$ cat src/logic/dsw_regs.vh
// Constants for the dual switch serial control and channel logic.
// Assumes a 100 MHz system clock; included by bare name.
`ifndef DSW_REGS_VH
`define DSW_REGS_VH
`define DSW_FRAME_BITS      5'h10
`define DSW_WATCHDOG_TOGGLE_BIT_BIT        15
`define DSW_ADDR_HI         12
`define DSW_ADDR_LO         9
`define DSW_DUTY_HI         7
`define DSW_DUTY_LO         0
`define DSW_A_PWM0          4'h0
`define DSW_A_PWM1          4'h1
`define DSW_A_CONF0         4'h2
`define DSW_A_CONF1         4'h3
`define DSW_A_OC0           4'h4
`define DSW_A_OC1           4'h5
`define DSW_A_GCR           4'h6
`define DSW_A_RDSEL         4'h7
`define DSW_SEL_PREV        4'hf
`define DSW_CF_ON           0
`define DSW_CF_PWMEN        1
`define DSW_CF_CLKINT       2
`define DSW_CF_DIRDIS       3
`define DSW_CF_PR_HI        7
`define DSW_CF_PR_LO        4
`define DSW_GCR_WDDIS       4
`define DSW_WDTO_MS         310
`define DSW_WAKE_US         50
`define DSW_CLK_MHZ         100
`define DSW_MODE_SLEEP      2'h0
`define DSW_MODE_NORMAL     2'h1
`define DSW_MODE_FAILSAFE   2'h2
`define DSW_MODE_FAULT      2'h3
`endif

$ cat src/logic/dsw_pwm.v
// One channel's PWM phase counter and duty comparison.
// Assumes the clock ticks are single-cycle pulses in the system clock.
`timescale 1ns/1ps
`include "dsw_regs.vh"
module dsw_pwm #(
    parameter DW = 8
) (
    input  wire          clock_i,
    input  wire          rst_i,
    input  wire          tick_i,
    input  wire [DW-1:0] duty_i,
    output reg           wave_o
);
    reg [DW-1:0] phase_ff;

    always @(posedge clock_i)
    begin
        if (rst_i)
        begin
            phase_ff <= {DW{1'b0}};
            wave_o   <= 1'b0;
        end
        else
        begin
            if (tick_i)
                phase_ff <= phase_ff + {{(DW-1){1'b0}}, 1'b1};
            wave_o <= (phase_ff < duty_i);
        end
    end
endmodule // dsw_pwm

$ cat src/logic/dsw_top.v
// Serial control port, mode logic and channel target computation.
// Serial pins and inputs are synchronous to clock_i; sclk is oversampled.
// Functional notes
// - Capture input bit on serial clock fall
// - Shift output bit on serial clock rise
// - Deselected: ignore clock, data; output released
// - Frames are sixteen bits, MSB first
// - Address field in bits 12 to 9
// - Output carries selected register or previous frame
// - Without logic supply output shifter unreadable
// - Fail-safe pin low on comm or supply loss
// - Four modes; two independent channels
// - Normal mode: direct, internal or external clock
// - Wake-up resets registers, ready after 50 us
// - Normal flag when awake, no failsafe, no fault
// - Direct mode follows direct input pin
// - Internal-clock bit selects internal clock source
// - External mode takes frequency from PWM clock
// - Target is direct term or gated on-bit
// - Duty value from pulse-width bits 7 to 0
// - PWM up to 1 kHz from either clock
// - Per-channel pulse-width, config, overcurrent registers
// - Latch on select rise, load output on fall
// - Watchdog bit must toggle within 310 ms
// - Reset pin low holds registers at default
`timescale 1ns/1ps
`include "dsw_regs.vh"
module dsw_top #(
    parameter WDTO_CYC = `DSW_WDTO_MS * 100000,
    parameter INT_DIV  = 391
) (
    input  wire       clock_i,
    input  wire       rst_i,
    input  wire       reset_pin_n_i,
    input  wire       chip_select_n_i,
    input  wire       sclk_i,
    input  wire       sdi_i,
    input  wire       logic_supply_ok_i,
    input  wire       ext_pwm_clk_i,
    input  wire [1:0] direct_in_i,
    input  wire       fault_i,
    output reg        sdo_o,
    output reg        sdo_oe_o,
    output reg        failsafe_out_n_o,
    output reg        failsafe_out_n_oe_o,
    output reg        normal_mode_flag_o,
    output reg  [1:0] mode_o,
    output reg        ready_o,
    output reg  [1:0] hson_o
);
    localparam WAKE_CYC = `DSW_WAKE_US * `DSW_CLK_MHZ;
    localparam ST_IDLE  = 1'b0;
    localparam ST_XFER  = 1'b1;

    reg        sclk_d_ff;
    reg        cs_d_ff;
    reg        rst_d_ff;
    reg        ext_d_ff;
    reg        state_ff;
    reg [15:0] sh_in_ff;
    reg [15:0] sh_out_ff;
    reg [15:0] prev_ff;
    reg [4:0]  cnt_ff;
    reg [15:0] pwm_reg_ff [0:1];
    reg [15:0] conf_reg_ff [0:1];
    reg [15:0] oc_reg_ff [0:1];
    reg [15:0] gcr_ff;
    reg [3:0]  rdsel_ff;
    reg        watchdog_toggle_bit_last_ff;
    reg [31:0] wd_cnt_ff;
    reg        wd_lost_ff;
    reg [12:0] wake_cnt_ff;
    reg        awake_ff;
    reg [3:0]  pre_cnt_ff [0:1];
    reg [15:0] int_cnt_ff;
    reg        int_tick_ff;

    wire       sclk_fall = sclk_d_ff & ~sclk_i;
    wire       sclk_rise = ~sclk_d_ff & sclk_i;
    wire       cs_fall   = cs_d_ff & ~chip_select_n_i;
    wire       cs_rise   = ~cs_d_ff & chip_select_n_i;
    wire       wake      = reset_pin_n_i | (|direct_in_i);
    // Direct inputs only wake from sleep; a toggle while awake keeps config
    wire       wake_ev   = (reset_pin_n_i & ~rst_d_ff) | (wake & ~awake_ff);
    wire       watchdog_disable    = gcr_ff[`DSW_GCR_WDDIS];
    wire       fsafe     = (wd_lost_ff & ~watchdog_disable) | ~logic_supply_ok_i;
    wire       regs_clr  = rst_i | ~reset_pin_n_i | wake_ev | fsafe;
    wire [3:0] frm_addr  = sh_in_ff[`DSW_ADDR_HI:`DSW_ADDR_LO];
    wire       ext_tick  = ext_pwm_clk_i & ~ext_d_ff;
    wire [1:0] wave;
    wire [1:0] tick;

    // Word to preload into the output shifter for a given select code
    function [15:0] rd_word;
        input [3:0] sel;
        begin
            case (sel)
                `DSW_A_PWM0:   rd_word = pwm_reg_ff[0];
                `DSW_A_PWM1:   rd_word = pwm_reg_ff[1];
                `DSW_A_CONF0:  rd_word = conf_reg_ff[0];
                `DSW_A_CONF1:  rd_word = conf_reg_ff[1];
                `DSW_A_OC0:    rd_word = oc_reg_ff[0];
                `DSW_A_OC1:    rd_word = oc_reg_ff[1];
                `DSW_A_GCR:    rd_word = gcr_ff;
                `DSW_SEL_PREV: rd_word = prev_ff;
                default:       rd_word = {3'h0, mode_o, hson_o,
                                          wd_lost_ff, 8'h00};
            endcase
        end
    endfunction
    wire [15:0] rd_cur = rd_word(rdsel_ff);

    always @(posedge clock_i)
    begin
        if (rst_i)
        begin
            sclk_d_ff <= 1'b0;
            cs_d_ff   <= 1'b1;
            rst_d_ff  <= 1'b0;
            ext_d_ff  <= 1'b0;
        end
        else
        begin
            sclk_d_ff <= sclk_i;
            cs_d_ff   <= chip_select_n_i;
            rst_d_ff  <= reset_pin_n_i;
            ext_d_ff  <= ext_pwm_clk_i;
        end
    end

    // Serial engine; registers cleared on wake, reset pin low, fail-safe
    always @(posedge clock_i)
    begin
        if (regs_clr)
        begin
            state_ff       <= ST_IDLE;
            sh_in_ff       <= 16'h0000;
            sh_out_ff      <= 16'h0000;
            cnt_ff         <= 5'h00;
            pwm_reg_ff[0]  <= 16'h0000;
            pwm_reg_ff[1]  <= 16'h0000;
            conf_reg_ff[0] <= 16'h0000;
            conf_reg_ff[1] <= 16'h0000;
            oc_reg_ff[0]   <= 16'h0000;
            oc_reg_ff[1]   <= 16'h0000;
            gcr_ff         <= 16'h0000;
            rdsel_ff       <= `DSW_SEL_PREV;
            prev_ff        <= 16'h0000;
            sdo_o          <= 1'b0;
        end
        else
        begin
            case (state_ff)
                ST_IDLE:
                begin
                    if (cs_fall)
                    begin
                        state_ff  <= ST_XFER;
                        cnt_ff    <= 5'h00;
                        sh_out_ff <= rd_cur;
                        sdo_o     <= rd_cur[15];
                    end
                end
                ST_XFER:
                begin
                    if (sclk_fall)
                    begin
                        sh_in_ff <= {sh_in_ff[14:0], sdi_i};
                        cnt_ff   <= cnt_ff + 5'h01;
                    end
                    if (sclk_rise && cnt_ff != 5'h00)
                    begin
                        sh_out_ff <= {sh_out_ff[14:0], 1'b0};
                        sdo_o     <= sh_out_ff[14];
                    end
                    if (cs_rise)
                    begin
                        state_ff <= ST_IDLE;
                        if (cnt_ff == `DSW_FRAME_BITS)
                        begin
                            prev_ff <= sh_in_ff;
                            case (frm_addr)
                                `DSW_A_PWM0:  pwm_reg_ff[0]  <= sh_in_ff;
                                `DSW_A_PWM1:  pwm_reg_ff[1]  <= sh_in_ff;
                                `DSW_A_CONF0: conf_reg_ff[0] <= sh_in_ff;
                                `DSW_A_CONF1: conf_reg_ff[1] <= sh_in_ff;
                                `DSW_A_OC0:   oc_reg_ff[0]   <= sh_in_ff;
                                `DSW_A_OC1:   oc_reg_ff[1]   <= sh_in_ff;
                                `DSW_A_GCR:   gcr_ff         <= sh_in_ff;
                                `DSW_A_RDSEL: rdsel_ff <= sh_in_ff[3:0];
                                default:      rdsel_ff <= rdsel_ff;
                            endcase
                        end
                    end
                end
                default: state_ff <= ST_IDLE;
            endcase
        end
    end

    // Output driver enabled only while selected and logic supply present
    always @(posedge clock_i)
    begin
        if (rst_i)
            sdo_oe_o <= 1'b0;
        else
            sdo_oe_o <= ~chip_select_n_i & logic_supply_ok_i;
    end

    // Watchdog: first frame bit must alternate; held in reset while off
    always @(posedge clock_i)
    begin
        if (rst_i || !reset_pin_n_i || wake_ev || watchdog_disable)
        begin
            watchdog_toggle_bit_last_ff <= 1'b0;
            wd_cnt_ff    <= 32'h0;
            wd_lost_ff   <= 1'b0;
        end
        else
        begin
            if (state_ff == ST_XFER && cs_rise
                && cnt_ff == `DSW_FRAME_BITS
                && sh_in_ff[`DSW_WATCHDOG_TOGGLE_BIT_BIT] != watchdog_toggle_bit_last_ff)
            begin
                watchdog_toggle_bit_last_ff <= sh_in_ff[`DSW_WATCHDOG_TOGGLE_BIT_BIT];
                wd_cnt_ff    <= 32'h0;
                // Leaving fail-safe needs a frame whose first bit is one
                if (sh_in_ff[`DSW_WATCHDOG_TOGGLE_BIT_BIT])
                    wd_lost_ff <= 1'b0;
            end
            else if (wd_cnt_ff >= WDTO_CYC - 1)
                wd_lost_ff <= 1'b1;
            else
                wd_cnt_ff <= wd_cnt_ff + 32'h1;
        end
    end

    // Mode selection and start-up delay
    always @(posedge clock_i)
    begin
        if (rst_i)
        begin
            awake_ff            <= 1'b0;
            wake_cnt_ff         <= 13'h0000;
            ready_o             <= 1'b0;
            mode_o              <= `DSW_MODE_SLEEP;
            normal_mode_flag_o  <= 1'b0;
            failsafe_out_n_o    <= 1'b0;
            failsafe_out_n_oe_o <= 1'b0;
        end
        else
        begin
            awake_ff <= wake;
            if (wake_ev || !wake)
            begin
                wake_cnt_ff <= 13'h0000;
                ready_o     <= 1'b0;
            end
            else if (wake_cnt_ff == WAKE_CYC[12:0] - 13'h0001)
                ready_o <= 1'b1;
            else
                wake_cnt_ff <= wake_cnt_ff + 13'h0001;
            if (!wake)
                mode_o <= `DSW_MODE_SLEEP;
            else if (fault_i)
                mode_o <= `DSW_MODE_FAULT;
            else if (fsafe)
                mode_o <= `DSW_MODE_FAILSAFE;
            else
                mode_o <= `DSW_MODE_NORMAL;
            normal_mode_flag_o  <= wake & ~fsafe & ~fault_i;
            failsafe_out_n_o    <= 1'b0;
            failsafe_out_n_oe_o <= wake & fsafe;
        end
    end

    // Internal oscillator tick, divided per channel by its prescaler
    always @(posedge clock_i)
    begin
        if (rst_i || int_cnt_ff == INT_DIV - 1)
        begin
            int_cnt_ff  <= 16'h0000;
            int_tick_ff <= ~rst_i;
        end
        else
        begin
            int_cnt_ff  <= int_cnt_ff + 16'h0001;
            int_tick_ff <= 1'b0;
        end
    end

    genvar g;
    generate
        for (g = 0; g < 2; g = g + 1)
        begin : g_ch
            wire [15:0] cf    = conf_reg_ff[g];
            wire        ptick = (pre_cnt_ff[g] == cf[`DSW_CF_PR_HI:
                                                     `DSW_CF_PR_LO]);
            // Clock source select per channel
            assign tick[g] = cf[`DSW_CF_CLKINT] ? (int_tick_ff & ptick)
                                                : ext_tick;
            always @(posedge clock_i)
            begin
                if (rst_i || (int_tick_ff && ptick))
                    pre_cnt_ff[g] <= 4'h0;
                else if (int_tick_ff)
                    pre_cnt_ff[g] <= pre_cnt_ff[g] + 4'h1;
            end
            dsw_pwm #(
                .DW (8)
            ) u_pwm (
                .clock_i (clock_i),
                .rst_i   (rst_i),
                .tick_i  (tick[g]),
                .duty_i  (pwm_reg_ff[g][`DSW_DUTY_HI:`DSW_DUTY_LO]),
                .wave_o  (wave[g])
            );
            always @(posedge clock_i)
            begin
                if (rst_i)
                    hson_o[g] <= 1'b0;
                else if (!wake || fault_i)
                    hson_o[g] <= 1'b0;
                else if (fsafe || !reset_pin_n_i)
                    hson_o[g] <= direct_in_i[g];
                else
                    hson_o[g] <= (direct_in_i[g] & ~cf[`DSW_CF_DIRDIS])
                        | (cf[`DSW_CF_ON] & wave[g] & cf[`DSW_CF_PWMEN])
                        | (cf[`DSW_CF_ON] & ~cf[`DSW_CF_PWMEN]);
            end
        end
    endgenerate
endmodule // dsw_top

$ cat config.mk
export PLATFORM = sky130hd
export DESIGN_NAME = dsw_top
export DESIGN_NICKNAME = d
export VERILOG_FILES = /design/src/logic/dsw_pwm.v /design/src/logic/dsw_top.v
export VERILOG_INCLUDE_DIRS = /design/src /design/src/logic
export SDC_FILE = /design/constraint.sdc
export NUM_CORES = 1
export LEC_CHECK = 0
export BUFFER_PORTS_ARGS = -buffer_cell sky130_fd_sc_hd__buf_2
export CAP_MARGIN = 0
export CORE_MARGIN = 5
export CORE_UTILIZATION = 58
export CTS_CLUSTER_SIZE = 24
export DETAILED_ROUTE_END_ITERATION = 6
export HOLD_SLACK_MARGIN = 0.12
export MAX_ROUTING_LAYER = met4
export PLACE_DENSITY_LB_ADDON = 0.08
export RECOVER_POWER = 50
export SLEW_MARGIN = 40
export SYNTH_ARGS = -nofsm -noshare
export SYNTH_HDL_FRONTEND = slang
export SYNTH_HIERARCHICAL = 1
export SYNTH_SLANG_ARGS = --single-unit
$ cat constraint.sdc
create_clock -name clock_i -period 4.3 [get_ports clock_i]
set_input_delay 0 -clock clock_i [delete_from_list [all_inputs] [get_ports clock_i]]
set_output_delay 0 -clock clock_i [all_outputs]
set_load 0.02 [all_outputs]
==> impl_metrics.env <==
export IMPL_die_height_um=153
export IMPL_path_buf_inv=3
export IMPL_core_area_sq_mm=0.0201
export IMPL_synth_top_flop_cell="dfxtp_1"
export IMPL_drive_gt1_share_pct=7.98
export IMPL_switching_share_pct=20.2
export IMPL_worstSetupEndpointType="register"
export IMPL_power_leakage_nw=4.86
export IMPL_multi_input_area_sq_mm=0.00499
export IMPL_place_area_sq_mm=0.0122
export IMPL_pwr_share_seq_pct=50.7
export IMPL_start_util_pct=58.6
export IMPL_clkPwrFrac_pct=47.1
export IMPL_fin_util_pct=66.4
export IMPL_grt_max_degree=59
export IMPL_yosysUniqueCellTypes=69
export IMPL_syn_area_per_cell_sq_um=10.0
export IMPL_tightest_slew_ns=1.62
export IMPL_cts_tree="built"
export IMPL_ys_ff_latch=273
export IMPL_p_total_mw=5.37
export IMPL_crit_slowest_cell="clkbuf_1"
export IMPL_max_cap_viol_count=2
export IMPL_vias_per_cell=5.91
export IMPL_powerDensity_mw_per_mm2=403
export IMPL_routed_wl_mm=28.5
export IMPL_layout_min_cycle_time_ns=3.47
export IMPL_grt_pass1_wl_mm=45.8
export IMPL_critPathArrivalTime_ns=3.83
export IMPL_gp_congestion=0.835
export IMPL_cts_resized=0
export IMPL_ant_nets=0
export IMPL_seqCellArea_sq_mm=0.00651
export IMPL_n_antenna_cell=0
export IMPL_syn_cell_area_sq_mm=0.0118
export IMPL_clk_insertion_delay_late_ns=0.54
export IMPL_path_cells="dlygate4sd3_1, clkbuf_1, nand4b_1, or2_0, clkbuf_2, nor3_1"
export IMPL_critical_path_max_stage_delay_ns=1.16
export IMPL_vias=8926
export IMPL_grt_pass1_vias=8387
export IMPL_clock_skew_ns=0.0173
export IMPL_cts_max_level=1
export IMPL_peakVddDrop_mv=0.356
export IMPL_start_kind="input port"
export IMPL_cts_made_buffers=29
export IMPL_nets=1252
export IMPL_fill_cells=1557
export IMPL_cts_sinks=273
export IMPL_failed_checks="capacitance limit, slew limit"
export IMPL_avgRoutedWirePerCell_um=18.9
export IMPL_route_detailed_drc=0
export IMPL_dr_pass1_iters=7
export IMPL_max_freq_ghz=0.288
export IMPL_final_cells=1510
export IMPL_hold_viol=0
export IMPL_synth_edf_count=104
export IMPL_rsz0062_at_grt="false"
export IMPL_fp_row_count=52
export IMPL_min_path_type="input port to register"
export IMPL_pin_count=21
export IMPL_die_w_um=153
export IMPL_synthArstFlopShare_pct=0
export IMPL_worstPathMaxFanout=58
export IMPL_p_sw_mw=1.08
export IMPL_syn_inst=1174
export IMPL_design_area_sq_mm=0.0133
export IMPL_internal_power_mw=4.29
export IMPL_fin_crit_sh_pct=80.7
export IMPL_slew_headroom_pct=-8.13
export IMPL_tns_ns=0
export IMPL_status="finished, violations left"
export IMPL_clk_pin_slew_ns=0.06
export IMPL_antenna_found_initial=0
export IMPL_grt_overflow_total=0
export IMPL_worstSetupPathType="input port to register"
export IMPL_dp_final_hpwl_mm=19.3
export IMPL_setup_viol=0
export IMPL_track_usage_pct=24.8
export IMPL_ys_seq_area_share_pct=55.2
export IMPL_yosys_warnings=6
export IMPL_io_buffers=19
export IMPL_cts_root_buf="clkbuf_16"
export IMPL_drt_first_iter_violations=742
export IMPL_die_area_sq_mm=0.0233
export IMPL_cts_path_max_buffers=3
export IMPL_drv_slew=46
export IMPL_dp_cells=1438
export IMPL_cpLargestDelayFamily="buffers and inverters"
export IMPL_syn2layout_area_growth_pct=13.3
export IMPL_worstPathRequired_ns=4.66
export IMPL_p_comb_share_pct=2.1
-- cell usage in the layout, fill, tap and decap left out, types with 12 or more instances in the layout --
| master | n |
|---|---|
| nor3_1 | 25 |
| clkbuf_1 | 19 |
| dlygate4sd3_1 | 18 |
| o21ai_0 | 35 |
| a21oi_1 | 88 |
| dfxtp_1 | 169 |
| buf_4 | 18 |
| edfxtp_1 | 104 |
| clkbuf_16 | 30 |
| nand4_1 | 25 |
| xnor2_1 | 20 |
| xor2_1 | 33 |
| or3_1 | 19 |
| conb_1 | 15 |
| nand3_1 | 33 |
| a221oi_1 | 12 |
| nand2_1 | 150 |
| mux2i_1 | 22 |
| and2_1 | 47 |
| ha_1 | 24 |
| inv_1 | 32 |
| nor2_1 | 97 |
| a22oi_1 | 16 |
-- per-layer routing --
layer  up-vias  GRT usage (%)  wire [um]  share of wire (%)
met2       336           37.9      12900                 45
met5         -              -          0                  0
met1      4221           34.4      12400                 44
met4         0           6.24        805                2.8
met3        53           4.74       2360                8.3
li1       4316              -          -                  -
-- cell type report --
class | instances | area share (%)
Clock buffer | 43 | 6.37
Clock inverter | 11 | 1.01
Inverter | 32 | 0.900
Multi-Input combinational cell | 824 | 37.4
Sequential cell | 273 | 48.7
Tap cell | 270 | 2.53
Timing Repair Buffer | 57 | 3.05
-- repair_timing --
action,in CTS,in global routing
hold buffers,18,0
hold endpoints to repair,62,0
buffers inserted,0,0
-- registers in the layout (all words and copies together), names as in the netlist, 16 cells and up --
register / flops
conf_reg_ff: 32
oc_reg_ff: 32
pwm_reg_ff: 32
wd_cnt_ff: 32
g_ch.u_pwm/phase_ff: 16
gcr_ff: 16
int_cnt_ff: 16
prev_ff: 16
sh_in_ff: 16
-- worst min-delay path: stages --
cell and delay (ns):
dlygate4sd3_1 0.52, buf_2 0.12, or2_2 0.12
-- power by group through the flow --
stage                     Sequential [mW]  Clock (mW)  Combinational [mW]
after floorplan                      2.78           0              0.0743
after global placement               2.78           0               0.104
after detailed placement             2.78           0               0.105
after CTS                            2.73        2.57               0.117
after global routing                 2.73        2.68               0.129
final                                2.73        2.53               0.115
-- cells by family after synthesis --
logic type | after synthesis | synth area share [%]
other | 1 | 0.0318
muxes | 24 | 2.06
buffers and inverters | 91 | 3.18
DFF | 273 | 55.2
adders and majority gates | 24 | 2.55
xor gates and xnor gates | 53 | 3.94
AOI/OAI and AO/OA | 224 | 12.3
and+or+nand+nor | 484 | 20.7
-- synth_stat cells, types with 8 or more instances --
cell type | instances | area (sq um)
dfxtp_1 | 169 | 3380
nand2_1 | 150 | 563
edfxtp_1 | 104 | 3120
nor2_1 | 98 | 368
a21oi_1 | 88 | 440
and2_1 | 51 | 319
clkbuf_1 | 40 | 150
o21ai_0 | 37 | 185
nand3_1 | 33 | 165
xor2_1 | 33 | 289
inv_1 | 32 | 120
nor3_1 | 25 | 125
ha_1 | 24 | 300
nand4_1 | 24 | 150
mux2i_1 | 22 | 220
xnor2_1 | 20 | 175
or3_1 | 19 | 119
a22oi_1 | 16 | 120
a221oi_1 | 12 | 105
a222oi_1 | 11 | 110
and3_1 | 11 | 68.8
nand2b_1 | 11 | 68.8
nor2b_1 | 10 | 62.6
nor4_1 | 10 | 62.6
buf_2 | 8 | 40.0
o211ai_1 | 8 | 60.1
-- stage by stage --
| stage | worst slack (ns) | hold slack, ns |
|---|---|---|
| floorplan | 0.991 | 0.0793 |
| global placement | 1.23 | 0.229 |
| detailed placement | 1.01 | 0.248 |
| CTS | 1.00 | 0.230 |
| global route | 0.652 | 0.278 |
| finish | 0.830 | 0.256 |
-- path summary, 6_finish.rpt --
path                      startpoint                          to  slack [ns]  depth (start not counted)
min                  chip_select_n_i          cs_d_ff$_SDFF_PP1_        0.26                          3
max                            rst_i      cnt_ff[2]$_SDFFE_PP0P_        0.83                          6
max reg2reg   cnt_ff[0]$_SDFFE_PP0P_  oc_reg_ff[0][18]$_DFFE_PP_        0.96                          7
min reg2reg  prev_ff[3]$_SDFFE_PP0P_     prev_ff[3]$_SDFFE_PP0P_        0.46                          2
Power figures use the tool's default switching activity.
